`src/core/acq_ctrl_pkg.sv`:
```
// Purpose: shared constants and types for the acquisition control block
// Assumes: byte-wide register port, 25 MHz clock
// Notes:   offsets are byte addresses within the control region
package acq_ctrl_pkg;

   localparam int unsigned CLK_PERIOD_NS = 40;
   localparam int unsigned SKEW_NS       = 10000;
   localparam int unsigned SKEW_CYCLES   = (SKEW_NS + CLK_PERIOD_NS - 1) / CLK_PERIOD_NS;
   localparam logic [7:0]  SKEW_LOAD     = 8'(SKEW_CYCLES - 1);

   localparam int unsigned EDGE_W        = 5;
   localparam int unsigned CTR2_BIT      = 4;

   localparam logic [3:0] OFS_SCAN_LIMITS   = 4'h0;
   localparam logic [3:0] OFS_DIGITAL_LINES = 4'h1;
   localparam logic [3:0] OFS_CHAN_STATUS   = 4'h2;
   localparam logic [3:0] OFS_CONV_STATUS   = 4'h3;
   localparam logic [3:0] OFS_IRQ_CTRL      = 4'h4;
   localparam logic [3:0] OFS_PACER_CTRL    = 4'h5;
   localparam logic [3:0] OFS_BURST_CTRL    = 4'h6;
   localparam logic [3:0] OFS_RESID_LO      = 4'hd;
   localparam logic [3:0] OFS_RESID_HI      = 4'he;

   // field positions
   localparam int unsigned BIT_BUSY        = 7;
   localparam int unsigned BIT_IRQ_MASTER  = 7;
   localparam int unsigned BIT_IRQ_PENDING = 6;
   localparam int unsigned BIT_IRQ_ACQ     = 3;
   localparam int unsigned BIT_IRQ_OVERRUN = 4;
   localparam int unsigned BIT_ACQ_IRQ_ON  = 2;
   localparam int unsigned BIT_GATE_STATE  = 6;
   localparam int unsigned BIT_TRIGGER_POLARITY_SEL    = 5;
   localparam int unsigned BIT_GATE_LATCH  = 4;
   localparam int unsigned BIT_GATE_OVR    = 3;
   localparam int unsigned BIT_EXT_EDGE    = 2;
   localparam int unsigned BIT_BURST_ON    = 1;
   localparam int unsigned BIT_CONV_ALLOW  = 0;

   localparam logic [10:0] FIFO_HALF_LEVEL = 11'h200;
   localparam logic [9:0]  RESID_ONE       = 10'h001;
   localparam logic [9:0]  RESID_ZERO      = 10'h000;

   typedef enum logic [1:0] {
      IRQ_SRC_EOC   = 2'b00,
      IRQ_SRC_NEMPT = 2'b01,
      IRQ_SRC_EOB   = 2'b10,
      IRQ_SRC_HALF  = 2'b11
   } irq_src_type;

   typedef enum logic [1:0] {
      PACE_SW0 = 2'b00,
      PACE_SW1 = 2'b01,
      PACE_EXT = 2'b10,
      PACE_INT = 2'b11
   } pace_src_type;

   typedef enum logic [1:0] {
      SEQ_IDLE  = 2'b00,
      SEQ_START = 2'b01,
      SEQ_RUN   = 2'b10
   } seq_type;

endpackage

```
`src/core/din_edge.sv`:
```
// Purpose: registers input lines and flags their rising and falling edges
// Assumes: inputs synchronous to clk_i
// Notes:   one cycle edge pulses, masked to zero while en_i is low
`timescale 1ns/1ps
`default_nettype none
module din_edge
   import acq_ctrl_pkg::*;
(
   input  wire logic              clk_i,   // clock
   input  wire logic              nrst_i,  // sync reset, active low
   input  wire logic              en_i,    // clock enable
   input  wire logic [EDGE_W-1:0] line_i,  // lines to watch
   output logic      [EDGE_W-1:0] level_o, // registered level
   output logic      [EDGE_W-1:0] rise_o,  // rising edge pulse
   output logic      [EDGE_W-1:0] fall_o   // falling edge pulse
);
   typedef struct packed {
      logic [EDGE_W-1:0] cur;
      logic [EDGE_W-1:0] prev;
   } edge_state_type;

   edge_state_type r;
   edge_state_type next_r;

   always_comb begin
      next_r      = r;
      next_r.cur  = line_i;
      next_r.prev = r.cur;
   end

   always_ff @(posedge clk_i) begin
      if (!nrst_i) begin
         r <= '0;
      end else if (en_i) begin
         r <= next_r;
      end
   end

   genvar g;
   generate
      for (g = 0; g < EDGE_W; g++) begin : g_edge
         assign level_o[g] = r.cur[g];
         assign rise_o[g]  = en_i & r.cur[g] & ~r.prev[g];
         assign fall_o[g]  = en_i & ~r.cur[g] & r.prev[g];
      end
   endgenerate
endmodule // din_edge
`default_nettype wire

```
`src/core/adc_acquisition_control.sv`:
```
// Purpose: register file, pacing, burst sequencing and interrupt logic
//          for a 16-channel sampling converter
// Assumes: byte register port synchronous to clk_i; converter raises
//          busy within one conversion skew of the start pulse
// Notes:   FIFO, pacer counters and converter are outside this block
`timescale 1ns/1ps
`default_nettype none
module adc_acquisition_control
   import acq_ctrl_pkg::*;
(
   input  wire logic        clk_i,          // 25 MHz clock
   input  wire logic        nrst_i,         // sync reset, active low
   input  wire logic        en_i,           // clock enable, freezes all state
   input  wire logic [3:0]  addr_i,         // register offset
   input  wire logic        wr_i,           // register write strobe
   input  wire logic        rd_i,           // register read strobe
   input  wire logic [7:0]  wdata_i,        // write data
   output logic      [7:0]  rdata_o,        // read data, next cycle
   input  wire logic [3:0]  din_i,          // digital input lines
   output logic      [3:0]  dout_o,         // latched digital outputs
   output logic             ctr_gate_o,     // counter gate from input 2
   input  wire logic        unipolar_sw_i,  // polarity switch, 1 unipolar
   input  wire logic        single_sw_i,    // mode switch, 1 single-ended
   input  wire logic        clk10_jmp_i,    // pacer jumper, 1 is 10 MHz
   input  wire logic        sw_convert_i,   // software convert pulse
   input  wire logic        ctr2_out_i,     // internal pacer counter output
   input  wire logic        conv_busy_i,    // converter busy
   output logic             conv_start_o,   // converter start pulse
   output logic      [3:0]  chan_o,         // current mux channel
   input  wire logic [10:0] fifo_count_i,   // samples held in fifo
   input  wire logic        fifo_write_i,   // sample written pulse
   input  wire logic        fifo_overrun_i, // fifo overrun pulse
   output logic             fifo_reset_o,   // fifo reset pulse
   output logic             pacer_gate_o,   // internal pacer gate open
   output logic             irq_o           // interrupt request
);
   typedef struct packed {
      logic [3:0]   dout;
      logic [3:0]   scan_lo;
      logic [3:0]   scan_hi;
      logic [3:0]   chan;
      logic         irq_master_on;
      logic         irq_pending;
      logic         acq_done_irq_on;
      irq_src_type  irq_source;
      pace_src_type pacing_src;
      logic         outside_pacing_edge;
      logic         gate_override;
      logic         gate_latch_mode;
      logic         trigger_polarity_sel;
      logic         gate_latched;
      logic         burst_on;
      logic         conversion_allow;
      logic         burst_done;
      logic         acquisition_done;
      logic         overrun;
      logic [9:0]   residual;
      logic [9:0]   resid_cnt;
      logic         busy_q;
      seq_type      seq;
      logic         last_chan;
      logic [7:0]   skew;
      logic         conv_start;
      logic         fifo_reset;
      logic [7:0]   rdata;
   } state_type;

   state_type r;
   state_type next_r;

   logic [EDGE_W-1:0] lvl;
   logic [EDGE_W-1:0] rise;
   logic [EDGE_W-1:0] fall;

   // input 0 and pacer counter edges
   din_edge u_edge (
      .clk_i   (clk_i),
      .nrst_i  (nrst_i),
      .en_i    (en_i),
      .line_i  ({ctr2_out_i, din_i}),
      .level_o (lvl),
      .rise_o  (rise),
      .fall_o  (fall)
   );

   logic       fifo_has_sample;
   logic       fifo_half_level;
   logic       gate_active_high;
   logic       gate_edge;
   logic       gate_open;
   logic       pace_evt;
   logic       eoc_evt;
   logic       eob_evt;
   logic       eoa_evt;
   logic       irq_req;
   logic [3:0] chan_step;
   logic       wr_hit;

   always_comb begin
      next_r            = r;
      next_r.conv_start = 1'b0;
      next_r.fifo_reset = 1'b0;
      next_r.busy_q     = conv_busy_i;
      eob_evt           = 1'b0;
      eoa_evt           = 1'b0;
      wr_hit            = wr_i & en_i;

      fifo_has_sample = (fifo_count_i != '0);
      fifo_half_level = (fifo_count_i >= FIFO_HALF_LEVEL);

      gate_active_high = ~(r.trigger_polarity_sel ^ r.burst_on);
      gate_edge        = gate_active_high ? rise[0] : fall[0];

      gate_open = r.gate_override |
                  (r.gate_latch_mode ? r.gate_latched : (lvl[0] == gate_active_high));
      if (!r.gate_override && r.gate_latch_mode && gate_edge) begin
         next_r.gate_latched = 1'b1;
      end

      case (r.pacing_src)
         PACE_EXT: pace_evt = r.outside_pacing_edge ? fall[0] : rise[0];
         PACE_INT: pace_evt = rise[CTR2_BIT] & gate_open;
         default:  pace_evt = sw_convert_i;
      endcase
      pace_evt = pace_evt & r.conversion_allow & en_i;

      chan_step = (r.chan == r.scan_hi) ? r.scan_lo : r.chan + 4'h1;

      eoc_evt = r.busy_q & ~conv_busy_i;

      // conversion sequencer
      case (r.seq)
         SEQ_IDLE: begin
            if (pace_evt) begin
               next_r.seq = SEQ_START;
               if (r.burst_on) begin
                  next_r.burst_done = 1'b0;
               end
            end
         end
         SEQ_START: begin
            next_r.conv_start = 1'b1;
            next_r.last_chan  = (r.chan == r.scan_hi);
            next_r.skew       = SKEW_LOAD;
            next_r.seq        = SEQ_RUN;
         end
         SEQ_RUN: begin
            if (r.conv_start) begin
               next_r.chan = chan_step;
            end
            if (r.skew != '0) begin
               next_r.skew = r.skew - 8'h01;
            end else if (!conv_busy_i && !r.conv_start) begin
               if (r.burst_on && !r.last_chan && r.conversion_allow) begin
                  next_r.seq = SEQ_START;
               end else begin
                  next_r.seq = SEQ_IDLE;
                  if (r.burst_on) begin
                     next_r.burst_done = 1'b1;
                     eob_evt           = 1'b1;
                  end
               end
            end
         end
         default: next_r.seq = SEQ_IDLE;
      endcase

      if (r.acq_done_irq_on && fifo_write_i && r.resid_cnt != RESID_ZERO) begin
         next_r.resid_cnt = r.resid_cnt - RESID_ONE;
         if (r.resid_cnt == RESID_ONE) begin
            eoa_evt = 1'b1;
         end
      end

      case (r.irq_source)
         IRQ_SRC_EOC:   irq_req = eoc_evt;
         IRQ_SRC_NEMPT: irq_req = fifo_has_sample;
         IRQ_SRC_EOB:   irq_req = eob_evt;
         default:       irq_req = fifo_half_level;
      endcase
      irq_req = (irq_req | (eoa_evt & r.acq_done_irq_on)) & r.irq_master_on & en_i;

      // register writes
      if (wr_hit) begin
         case (addr_i)
            OFS_SCAN_LIMITS: begin
               next_r.scan_lo    = wdata_i[3:0];
               next_r.scan_hi    = wdata_i[7:4];
               next_r.chan       = wdata_i[3:0];
               next_r.fifo_reset = 1'b1;
               next_r.overrun    = 1'b0;
            end
            OFS_DIGITAL_LINES: next_r.dout = wdata_i[3:0];
            OFS_IRQ_CTRL: begin
               next_r.irq_master_on   = wdata_i[BIT_IRQ_MASTER];
               next_r.acq_done_irq_on = wdata_i[BIT_ACQ_IRQ_ON];
               next_r.irq_source      = irq_src_type'(wdata_i[1:0]);
               if (!wdata_i[BIT_IRQ_PENDING]) begin
                  next_r.irq_pending      = 1'b0;
                  next_r.acquisition_done = 1'b0;
               end
            end
            OFS_PACER_CTRL: begin
               next_r.pacing_src           = pace_src_type'(wdata_i[1:0]);
               next_r.outside_pacing_edge  = wdata_i[BIT_EXT_EDGE];
               next_r.gate_override        = wdata_i[BIT_GATE_OVR];
               next_r.gate_latch_mode      = wdata_i[BIT_GATE_LATCH];
               next_r.trigger_polarity_sel = wdata_i[BIT_TRIGGER_POLARITY_SEL];
               if (!wdata_i[BIT_GATE_STATE]) begin
                  next_r.gate_latched = 1'b0;
               end
            end
            OFS_BURST_CTRL: begin
               next_r.burst_on         = wdata_i[BIT_BURST_ON];
               next_r.conversion_allow = wdata_i[BIT_CONV_ALLOW];
            end
            OFS_RESID_LO: begin
               next_r.residual[7:0] = wdata_i;
               next_r.resid_cnt     = {r.residual[9:8], wdata_i};
            end
            OFS_RESID_HI: begin
               next_r.residual[9:8] = wdata_i[1:0];
               next_r.resid_cnt     = {wdata_i[1:0], r.residual[7:0]};
            end
            default: ;
         endcase
      end

      // hardware sets win over software clears
      // edge during clear still latches
      if (!r.gate_override && r.gate_latch_mode && gate_edge) begin
         next_r.gate_latched = 1'b1;
      end
      if (eoa_evt) begin
         next_r.acquisition_done = 1'b1;
      end
      if (fifo_overrun_i) begin
         next_r.overrun = 1'b1;
      end
      if (irq_req) begin
         next_r.irq_pending = 1'b1;
      end

      // register reads
      if (rd_i) begin
         case (addr_i)
            OFS_SCAN_LIMITS:   next_r.rdata = {r.scan_hi, r.scan_lo};
            OFS_DIGITAL_LINES: next_r.rdata = {4'h0, din_i};
            OFS_CHAN_STATUS:   next_r.rdata = {conv_busy_i, unipolar_sw_i, single_sw_i,
                                               clk10_jmp_i, r.chan};
            OFS_CONV_STATUS:   next_r.rdata = {conv_busy_i, r.burst_done,
                                               r.acquisition_done, fifo_has_sample,
                                               fifo_half_level, r.overrun, 2'b00};
            OFS_IRQ_CTRL:      next_r.rdata = {r.irq_master_on, r.irq_pending, 1'b0,
                                               r.overrun, r.acquisition_done,
                                               r.acq_done_irq_on, r.irq_source};
            OFS_PACER_CTRL:    next_r.rdata = {1'b0, gate_open, r.trigger_polarity_sel,
                                               r.gate_latch_mode, r.gate_override,
                                               r.outside_pacing_edge, r.pacing_src};
            OFS_BURST_CTRL:    next_r.rdata = {6'h00, r.burst_on, r.conversion_allow};
            default:           next_r.rdata = 8'h00;
         endcase
      end
   end

   always_ff @(posedge clk_i) begin
      if (!nrst_i) begin
         r <= '0;
      end else if (en_i) begin
         r <= next_r;
      end
   end

   assign rdata_o      = r.rdata;
   assign dout_o       = r.dout;
   // input 2 doubles as counter gate
   assign ctr_gate_o   = din_i[2];
   assign conv_start_o = r.conv_start;
   assign chan_o       = r.chan;
   assign fifo_reset_o = r.fifo_reset;
   assign pacer_gate_o = gate_open;
   assign irq_o        = r.irq_pending & r.irq_master_on;
endmodule // adc_acquisition_control
`default_nettype wire

```
`config.mk`:
```
export PLATFORM = sky130hd
export DESIGN_NAME = adc_acquisition_control
export DESIGN_NICKNAME = d
export VERILOG_FILES = /design/src/core/acq_ctrl_pkg.sv /design/src/core/din_edge.sv /design/src/core/adc_acquisition_control.sv
export SDC_FILE = /design/constraint.sdc
export NUM_CORES = 1
export LEC_CHECK = 0
export ABC_AREA = 1
export ABC_CLOCK_PERIOD_IN_PS = 2500
export BUFFER_PORTS_ARGS = -buffer_cell sky130_fd_sc_hd__buf_2
export CAP_MARGIN = 20
export CORE_MARGIN = 2
export CORE_UTILIZATION = 35
export CTS_CLUSTER_DIAMETER = 150
export CTS_CLUSTER_SIZE = 8
export DETAILED_ROUTE_END_ITERATION = 16
export PLACE_DENSITY = 0.5
export SLEW_MARGIN = 20
export SYNTH_ARGS = -nofsm -noshare
export SYNTH_HDL_FRONTEND = slang
export SYNTH_HIERARCHICAL = 1
export SYNTH_SLANG_ARGS = --single-unit
```
`constraint.sdc`:
```
create_clock -name clk_i -period 2.5 [get_ports clk_i]
set_input_delay 0.5 -clock clk_i [delete_from_list [all_inputs] [get_ports clk_i]]
set_output_delay 0.5 -clock clk_i [all_outputs]
set_load 0.005 [all_outputs]
```
* Word level (Yosys, flattened, before mapping)
Cells that the tools add are included.
Storage, ports and cells: input bits 40, logic and storage cells 176, flip-flop bits (word level) 85
Cells by class: order comparisons 1, equality and inequality tests 26, muxes and demuxes 52, reductions and logical operators 40, bitwise gates (word level) 23, add/sub/neg operators 3
Operators by type and width (count):
- $pmux 8 s7 | 1
- $mux 1 | 29
- $reduce_and 3->1 | 9
- $mux 22 | 1
- $pmux 10 s2 | 1
- $mux 18 | 1
- $mux 4 | 4
- $mux 8 | 2
- $pmux 8 s2 | 1
- $reduce_bool 2->1 | 8
- $and 1x1->1 | 15
- $ne 2x2->1 const B | 7
- $eq 4x3->1 const B | 3
- $reduce_and 4->1 | 3
- $ge 11x10->1 const B | 1
- $reduce_bool 11->1 | 1
- $eq 10x1->1 const B | 1
- $mux 10 | 1
- $mux 2 | 5
- $reduce_bool 10->1 | 1
- $sub 10x1->10 const B | 1
- $eq 2x2->1 const B | 4
- $eq 4x2->1 const B | 2
- $eq 4x4->1 const B | 2
- other kinds (22) | 41

* Depth between registers and ports, before layout
Gate-level depths: netlist of the first run.
word-level depth 13, mapped depth 13, depth with buffers taken out 13

* Modules after synthesis
Netlist of the first run, hierarchy kept.
By module, submodules not included:
- adc_acquisition_control | seq. area each 1501.4 sq um, cells an instance 592, instances 1, area each 4060.1 sq um
- din_edge | seq. area each 200.2 sq um, cells an instance 70, instances 1, area each 483.0 sq um

* Worst setup path before layout of the first run
No wires, ideal clock.
kind input to register, from input en_i, to register r[26] in the netlist's numbering, path slack 933 ps, stages 7, required time 2376 ps, data arrival time 1443 ps, path buffers 1, path through buf_2 -> nand2_1 -> inv_1 -> nand2_1 -> clkinv_1 -> a221oi_1 -> a21oi_1
On the way: cells in the longest elaborated chain, start to end 2
Ends and longest elaborated chain:
- from (decl) | RTL line adc_acquisition_control.sv:13 | input wire logic en_i,
- $and 1x1->1 | RTL line adc_acquisition_control.sv:106 | wr_hit = wr_i & en_i;
- $mux 22 | RTL line adc_acquisition_control.sv:184 | if (wr_hit) begin
- to (signal assigned) | RTL line adc_acquisition_control.sv:270 | r <= next_r;
- to (decl) | RTL line adc_acquisition_control.sv:68 | state_type r;
Several ways; a longest one is shown, not always the timed one. The select of a mux whose other input is x is not followed. A chain may end at the register's enable or synchronous reset.

* Worst setup path in the final report of the first run
from register r[46] in the netlist's numbering, to output pacer_gate_o
On the way: cells in the longest elaborated chain, start to end 5
Ends and longest elaborated chain:
- $xor 1x1->1 | RTL line adc_acquisition_control.sv:111 | gate_active_high = ~(r.trigger_polarity_sel ^ r.burst_on);
- $not 1->1 | RTL line adc_acquisition_control.sv:111
- $eq 1x1->1 | RTL line adc_acquisition_control.sv:115 | (r.gate_latch_mode ? r.gate_latched : (lvl[0] == gate_active_high));
- $mux 1 | RTL line adc_acquisition_control.sv:115
- $or 1x1->1 | RTL line adc_acquisition_control.sv:114 | gate_open = r.gate_override |
- to (decl) | RTL line adc_acquisition_control.sv:34 | output logic pacer_gate_o,
No other way between the ends.

==> results of run 1 <==
-- state kept, by name, indices dropped and copies added (netlist names) --
name,cells
conv_start_o,1
fifo_reset_o,1
u_edge/level_o,2
r,57
dout_o,4
u_edge/r,2
rdata_o,8
chan_o,4
-- worst paths after layout --
path	slack, ps	to	start
setup / recovery	500	pacer_gate_o	r[46]
hold / removal	380	u_edge/level_o[4]	ctr2_out_i
setup reg to reg	670	r[28]	r[22]
hold reg to reg	450	r[34]	r[34]
-- layout by cell type, fill, tap and decap left out, types with 3 or more instances in the layout --
cell type  count
o21ai_0       52
nor3_1         3
ha_1           5
nor4_1         3
a31oi_1        4
clkinv_1       4
o211ai_1       6
o31ai_1        3
nor2_2         5
a221oi_1       8
nand3_1       30
xnor2_1        3
o2111ai_1      3
inv_1         58
nor2_1        68
xor2_1        10
nand2_2        5
nand4_1        7
buf_4          7
nand2_1      135
dfxtp_1       79
a21oi_1       69
buf_2         60
clkbuf_16      9
-- power by group --
group	leakage [nW]	internal (mW)	total [mW]	switching, mW
Clock	0.160	0.902	1.42	0.521
Sequential	0.641	1.29	1.32	0.0347
Combinational	1.25	0.103	0.294	0.191
-- routing by layer --
metal	GRT usage, %	wire, um	up-vias
met5	0	0	-
met4	5.93	117	0
met3	4.45	674	10
met2	30.8	5650	91
met1	27.3	6060	1913
li1	-	-	2126
-- stage by stage --
step | total power [mW] | setup WS [ps] | hold WS, ps | instances | util [%]
2_1_floorplan | 1.53 | 933 | 425 | 619 | -
5_1_grt | 3.18 | 438 | 406 | 813 | 40.9
6_report | 3.04 | 497 | 385 | 813 | 40.9
3_3_place_gp | 1.64 | 462 | 442 | 797 | 38.2
4_1_cts | 3.07 | 517 | 386 | 813 | 40.9
3_5_place_dp | 1.65 | 358 | 441 | 797 | 38.2
-- worst register-to-register path: stages (launching register included) --
cell and delay [ps]:
dfxtp_1 370, inv_1 100, ha_1 240, nand2_1 90, nor2_2 60, a21oi_4 200, nand2_2 110, nor3_1 240
nand2_1 90, nand2_1 70, nand2_1 50, nand2_1 50, a21oi_1 60
-- cell type report --
type	count	area, um2	share of cell area [%]
Clock buffer	11	243	4.96
Tap cell	147	184	3.76
Timing Repair Buffer	67	353	7.21
Multi-Input combinational cell	440	2210	45.2
Inverter	64	240	4.91
Sequential cell	79	1580	32.3
Clock inverter	5	78.8	1.61
==> qor.yml, run 1 <==
status: "finished clean"
ctsResizeCount: 0
clkTransAtPathRegs_ps: 60
design_area_mm2: 0.00489
worstPathRequired_ps: 2000
dieArea_mm2: 0.0131
antenna_found_initial: 0
clock_latency_ps: 340
cts_hold_buf: 0
grt_pass1_vias: 3981
drtAntennaViolNets: 0
maxCapViolCount: 0
slew_viol_final: 0
synth.cell_area_mm2: 0.00426
reg2regPathDepth: 12
vias: 4140
worst_slew_pin_slew_ps: 518
period_minus_slack_ps: 2000
fp.dieW_um: 114
rsz0062_at_grt: "false"
drc: 0
htree_levels: 3
drive_gt1_share_pct: 15.5
overflow: 0
yosysWarningCount: 6
insertedDiodeCount: 0
crit_family: "flip-flops"
cts_tree: "built"
routedWlPerCell_um: 15.4
holdPathStages: 3
drt_iter0_drc: 300
die_y_um: 114
syn_area_per_cell_um2: 6.87
syn_nets: 664
crit_buf_inv: 2
initial_core_util_pct: 35.6
fin_worst_skew_ps: 5.55
clockBufferDepth: 2
critPathLaunchType: "flip-flop"
placed_cell_area_mm2: 0.00457
crit_path_top_delay_cell: "dfxtp_1"
grt_util_all_layers_pct: 19.8
grt_max_degree: 39
path_max_fanout: 5
drt-pass1-iter-count: 5
slew_headroom_pct: 65.3
p_leak_nw: 2.06
final_nets: 706
setup-tns-final_ps: 0
nFillCells: 1294
portBuffers: 60
slowest_delay_ps: 450
power_density_mw_per_mm2: 621
hpwl_um: 9530
hold_viol_final: 0
cp.arrival_ps: 1500
finalWeightedCongestion: 0.873
fin_crit_sh_pct: 80.1
post_cts_buffers: 0
wirelength_um: 12500
ios: 61
grt_pass1_wl_um: 20200
core_area_mm2: 0.0120
cts_sinks: 79
criticalPathCategory: "reg2out"
postSynthCellCount: 619
rows: 40
hold_path_class: "in2reg"
end_kind: "primary output"
max_clock_freq_ghz: 0.499
cp_cell_sequence: "inv_1 > nand2_1 > nand3_1 > nand3_1 > nand2_1 > buf_2"
area_delta_synth_final_pct: 15.0
viasPerCell: 5.09
numCtsBuffers: 9
setup_violations: 0
vdd_drop_max_v: 0.000414
path_depth: 6
root_buffer: "clkbuf_16"
(Power assumes the default switching activity.)
==> run 2, diff against run 1 <==
--- a/config.mk
+++ b/config.mk
@@ -5,8 +5,8 @@
 export SDC_FILE = /design/constraint.sdc
 export NUM_CORES = 1
 export LEC_CHECK = 0
-export ABC_AREA = 1
-export ABC_CLOCK_PERIOD_IN_PS = 2500
+export ABC_AREA = 0
+export ABC_CLOCK_PERIOD_IN_PS = 2000
 export BUFFER_PORTS_ARGS = -buffer_cell sky130_fd_sc_hd__buf_2
 export CAP_MARGIN = 20
 export CORE_MARGIN = 2
==> constraint.sdc (replaced) <==
create_clock -name clk_i -period 2 [get_ports clk_i]
set_input_delay 0.4 -clock clk_i [delete_from_list [all_inputs] [get_ports clk_i]]
set_output_delay 0.4 -clock clk_i [all_outputs]
set_load 0.005 [all_outputs]
==> run 2 against run 1 <==
Global-route usage is 0.073 points lower; clock skew is 2.2 ps higher; combinational power is 67% higher; die area is 6.9% higher; count of clock-buffer cells in the layout is 1 lower; highest routed layer unchanged; sequential power is 25% higher.
==> qor.yml, run 2 <==
hold_start: "ctr2_out_i"
power.total_mw: 3.81  # +25%
drc: 0  # unchanged
p_leak_nw: 2.19  # +6.5%
wl_met2_um: 6300  # +11%
wirelength_um: 13400  # +7.5%
worstPathRequired_ps: 1600  # -400 ps
grt_pass1_vias: 3815  # -4.2%
ios: 61  # unchanged
vdd_drop_max_v: 0.000429  # +3.5%
insertedDiodeCount: 0  # unchanged
grt_util_all_layers_pct: 19.7  # -0.073 points
status: "finished clean"
overflow: 0  # unchanged
slew_viol_final: 0  # unchanged
syn_nets: 577  # -13%
cts_sinks: 79  # unchanged
fp.dieW_um: 118  # +3.4%
numCtsBuffers: 9  # unchanged
maxCapViolCount: 0  # unchanged
max_clock_freq_ghz: 0.520
whs_ps: 322  # -63.0 ps
final_cell_mix: "dfxtp_1 (79), nand2_1 (65), buf_2 (60)"
finalWeightedCongestion: 0.857  # -1.8%
worst_slew_pin_slew_ps: 534  # +15.9 ps
clockBufferDepth: 2  # unchanged
regMostFlops: "r"
clock_latency_ps: 350  # about the same
criticalPathCategory: "reg2out"
cts_hold_buf: 0  # unchanged
rows: 41  # +2.5%
setup_violations: 0  # unchanged
synth.cell_area_mm2: 0.00456  # +7.1%
drive_gt1_share_pct: 23.1  # +7.7 points
grt_pass1_wl_um: 21400  # +5.8%
top_layer: "met4"
initial_core_util_pct: 36.0  # +0.41 points
area_delta_synth_final_pct: 19.5
die_y_um: 118  # +3.4%
drt_iter0_drc: 296  # -1.3%
power_density_mw_per_mm2: 699  # +12%
crit_start: "r[46]"
routedWlPerCell_um: 17.4  # +13%
hold_viol_final: 0  # unchanged
drt-pass1-iter-count: 6  # +1
drtAntennaViolNets: 0  # unchanged
cp.arrival_ps: 1520  # +20 ps
fin_worst_skew_ps: 7.77  # +2.22 ps
path_max_fanout: 3  # -2
wl_met1_um: 6270  # +3.5%
final_common_cell: "dfxtp_1"
root_buffer: "clkbuf_16"
dieArea_mm2: 0.0140  # +6.9%
clkTransAtPathRegs_ps: 60  # about the same
yosysWarningCount: 6  # unchanged
core_area_mm2: 0.0127  # +5.9%
syn_area_per_cell_um2: 8.57  # +25%
hpwl_um: 10000  # +5.0%
met3_length_um: 664  # -1.5%
postSynthCellCount: 532  # -14%
viasPerCell: 5.36  # +5.3%
period_minus_slack_ps: 1920
critPathLaunchType: "flip-flop"
cts_tree: "built"
largest_register_ffs: 57  # unchanged
final_nets: 641  # -9.2%
fin_crit_sh_pct: 96.2
r2r_slack_ps: 140  # -530 ps
portBuffers: 60  # unchanged
vias: 4143  # +0.072%
rr_startpoint: "r[12]"
grt_max_degree: 23  # -41%
hold_path_class: "in2reg"
slew_headroom_pct: 64.1  # -1.1 points
htree_levels: 3  # unchanged
end_kind: "primary output"
rsz0062_at_grt: "true"
antenna_found_initial: 0  # unchanged
run 2: cell count changes in the layout (fill, tap and decap cells not counted), moves of 9 or more:
cell | previous run | this run
mux2i_1 | 0 | 32
a21boi_0 | 0 | 28
buf_4 | 7 | 42
xor2_1 | 10 | 1
nand3_1 | 30 | 13
inv_1 | 58 | 14
a21oi_1 | 69 | 17
o21ai_0 | 52 | 31
nand2_1 | 135 | 65
nor2b_1 | 0 | 33
nor2_1 | 68 | 18
run 2: report_power, final:
group          switching [mW]  total [mW]  leakage [nW]  internal, mW
Clock                   0.674        1.67         0.144         0.994
Combinational           0.271       0.492          1.40         0.220
Sequential             0.0353        1.65         0.641          1.61
Total                   0.980        3.81          2.19          2.82
run 2: stage by stage:
stage               cell area, um2  instances  utilization (%)  setup TNS, ps  setup slack [ps]
detailed placement            5130        756             40.5              0              47.7
finish                        5450        773             43.0              0              76.8
global route                  5450        773             43.0          -8.59             -8.59
floorplan                     4560        532                -              0               217
global placement              5130        756             40.5              0              81.0
CTS                           5430        772             42.9              0              28.7
run 2: timing repair:
item	in CTS	in global routing
resized for setup	0	2
hold endpoints to repair	0	0
setup buffers	0	1
setup endpoints to repair	0	6
run 2: worst paths after layout:
check                                          to  cells past startpoint
worst max-delay path                 pacer_gate_o                      4
worst min-delay path            u_edge/level_o[4]                      3
worst max register to register              r[57]                      5
worst min register to register         rdata_o[6]                      2
run 2: worst max-delay path, stage by stage, from the launching register on:
cell and delay, ps:
dfxtp_1 330, xnor3_1 380, o211a_1 290, inv_1 70
buf_2 100
run 2: area by class of cell:
| class | instances | area [um2] |
|---|---|---|
| Tap cell | 172 | 215 |
| Sequential cell | 79 | 1580 |
| Fill cell | 1308 | 7220 |
| Clock buffer | 10 | 239 |
| Timing Repair Buffer | 103 | 636 |
| Inverter | 15 | 56.3 |
| Multi-Input combinational cell | 388 | 2660 |
| Clock inverter | 6 | 60.1 |
run 2: layer usage:
metal,vias up,GRT usage [%]
met5,-,0
met4,0,6.48
met3,16,3.09
met2,121,32.1
met1,1959,26.6
li1,2047,-
==> run 3, diff against run 2 <==
--- a/config.mk
+++ b/config.mk
@@ -11,6 +11,7 @@
 export CAP_MARGIN = 20
 export CORE_MARGIN = 2
 export CORE_UTILIZATION = 35
+export CTS_BUF_LIST = sky130_fd_sc_hd__clkbuf_8
 export CTS_CLUSTER_DIAMETER = 150
 export CTS_CLUSTER_SIZE = 8
 export DETAILED_ROUTE_END_ITERATION = 16
==> run 3 against run 2 <==
Register-to-register slack is essentially flat; count of clock-buffer cells in the layout is the same; via count shrank 0.22%; clock power shrank 26%; routed wire length is essentially flat; non-clock buffer count is the same; critical path type unchanged; die area is the same.
==> qor.yml, run 3 (synthesis gave the netlist of run 2 again) <==
status: "finished clean"
placed_cell_area_mm2: 0.00513  # unchanged
drive_gt1_share_pct: 23.1  # unchanged
sw_frac_of_total_pct: 27.7  # +2.0 points
path_max_fanout: 3  # unchanged
largest_register_ffs: 57  # unchanged
drt_iter0_drc: 293  # -1.0%
numCtsBuffers: 9  # unchanged
r2r_slack_ps: 140  # about the same
vias: 4134  # -0.22%
area_delta_synth_final_pct: 17.4
cts_hold_buf: 0  # unchanged
period_minus_slack_ps: 1930  # +6.68 ps
crit_start: "r[46]"
cp.arrival_ps: 1530  # about the same
end_kind: "primary output"
critPathLaunchType: "flip-flop"
worstPathRequired_ps: 1600  # about the same
drt-pass1-iter-count: 5  # -1
dp_slack_ps: 47.7  # unchanged
htree_levels: 3  # unchanged
finalWeightedCongestion: 0.857  # unchanged
rsz0062_at_grt: "true"
wl_met1_um: 6330  # +0.92%
clock_latency_ps: 370  # +20 ps
p_leak_nw: 2.14  # -2.1%
grt_pass1_vias: 3824  # +0.24%
die_y_um: 118  # unchanged
intPower_mw: 2.43  # -14%
utilization_pct: 42.2  # -0.76 points
clockBufferDepth: 2  # unchanged
insertedDiodeCount: 0  # unchanged
maxCapViolCount: 0  # unchanged
design_area_mm2: 0.00535  # -1.8%
fin_ws_ps: 70.2  # -6.68 ps
criticalPathCategory: "reg2out"
overflow: 0  # unchanged
hpwl_um: 10000  # unchanged
final_common_cell: "dfxtp_1"
slew_headroom_pct: 64.0  # -0.11 points
cts_sinks: 79  # unchanged
switchingPower_mw: 0.934  # -4.7%
fin_worst_skew_ps: 12.8  # +5.05 ps
hold_path_class: "in2reg"
worst_slew_pin_slew_ps: 535  # +1.60 ps
p_comb_share_pct: 14.6  # +1.7 points
setup_violations: 0  # unchanged
wirelength_um: 13400  # about the same
grt_util_all_layers_pct: 19.7  # about the same
initial_core_util_pct: 36.0  # unchanged
met3_length_um: 680  # +2.4%
endpoint: "pacer_gate_o"
clkTransAtPathRegs_ps: 90  # +30 ps
p_clk_share_pct: 36.6  # -7.2 points
core_area_mm2: 0.0127  # unchanged
hold_viol_final: 0  # unchanged
final_nets: 641  # unchanged
portBuffers: 60  # unchanged
rows: 41  # unchanged
wl_met2_um: 6260  # -0.68%
regMostFlops: "r"
vdd_drop_max_v: 0.000324  # -25%
final_cell_mix: "dfxtp_1 (79), nand2_1 (65), buf_2 (60)"
ios: 61  # unchanged
pwr-share-seq_pct: 48.8  # +5.5 points
setup-tns-final_ps: 0  # unchanged
hold_start: "ctr2_out_i"
power_density_mw_per_mm2: 629  # -9.9%
fin_crit_sh_pct: 96.5  # +0.33 points
viasPerCell: 5.35  # -0.22%
worst_r2r_endpoint: "r[14]"
antenna_found_initial: 0  # unchanged
top_layer: "met4"
root_buffer: "clkbuf_8"
rr_startpoint: "r[10]"
routedWlPerCell_um: 17.4  # about the same
drc: 0  # unchanged
slew_viol_final: 0  # unchanged
fp.dieW_um: 118  # unchanged
grt_max_degree: 23  # unchanged
reg2regPathDepth: 7  # +2
dieArea_mm2: 0.0140  # unchanged
grt_pass1_wl_um: 21400  # about the same
drtAntennaViolNets: 0  # unchanged
max_clock_freq_ghz: 0.518  # -0.35%
cts_tree: "built"
-- run 3: cell counts in the layout (fill, tap and decap cells not counted) --
No cell type changed its count.
-- run 3: worst min-delay path by stage --
stage                              endpoint  slack (ps)  cells past startpoint
after CTS                 u_edge/level_o[4]         280                      3
after global routing      u_edge/level_o[4]         290                      3
after floorplan                  rdata_o[6]         430                      2
after detailed placement         rdata_o[6]         450                      2
final                     u_edge/level_o[4]         300                      3
after global placement           rdata_o[6]         440                      2
-- run 3: layout make-up --
type	count	area (um2)
inverter	15	56.3
timing repair buffer	103	636
clock buffer	10	138
sequential	79	1580
fill	1305	7320
clock inverter	6	60.1
tap	172	215
multi-input combinational	388	2670
-- run 3: worst max-delay path, stage by stage, from the launching register on --
cell and delay [ps]:
dfxtp_1 340, xnor3_1 400, o211a_4 260, inv_1 50, buf_2 100
-- run 3: routing by layer --
layer / up-vias / global-route usage, %
met5: - / 0
met4: 0 / 6.48
met3: 11 / 3.23
met2: 137 / 32.1
met1: 1944 / 26.5
li1: 2042 / -
-- run 3: power by group through the flow --
stage | Combinational, mW | Sequential, mW | Clock [mW]
final | 0.493 | 1.64 | 1.23
after CTS | 0.484 | 1.64 | 1.27
after global routing | 0.540 | 1.65 | 1.33
after detailed placement | 0.482 | 1.68 | 0
after global placement | 0.478 | 1.68 | 0
after floorplan | 0.296 | 1.68 | 0
-- run 3: what timing repair did --
item,in CTS,in global routing
buffers inserted,0,1
endpoints found under the setup margin,0,8
resized for setup,0,2
-- run 3: per-stage QoR --
stage / hold WS [ps] / cells / power, mW
floorplan: 434 / 532 / 1.97
global placement: 442 / 756 / 2.16
detailed placement: 449 / 756 / 2.16
CTS: 277 / 772 / 3.40
global route: 289 / 773 / 3.52
finish: 297 / 773 / 3.37
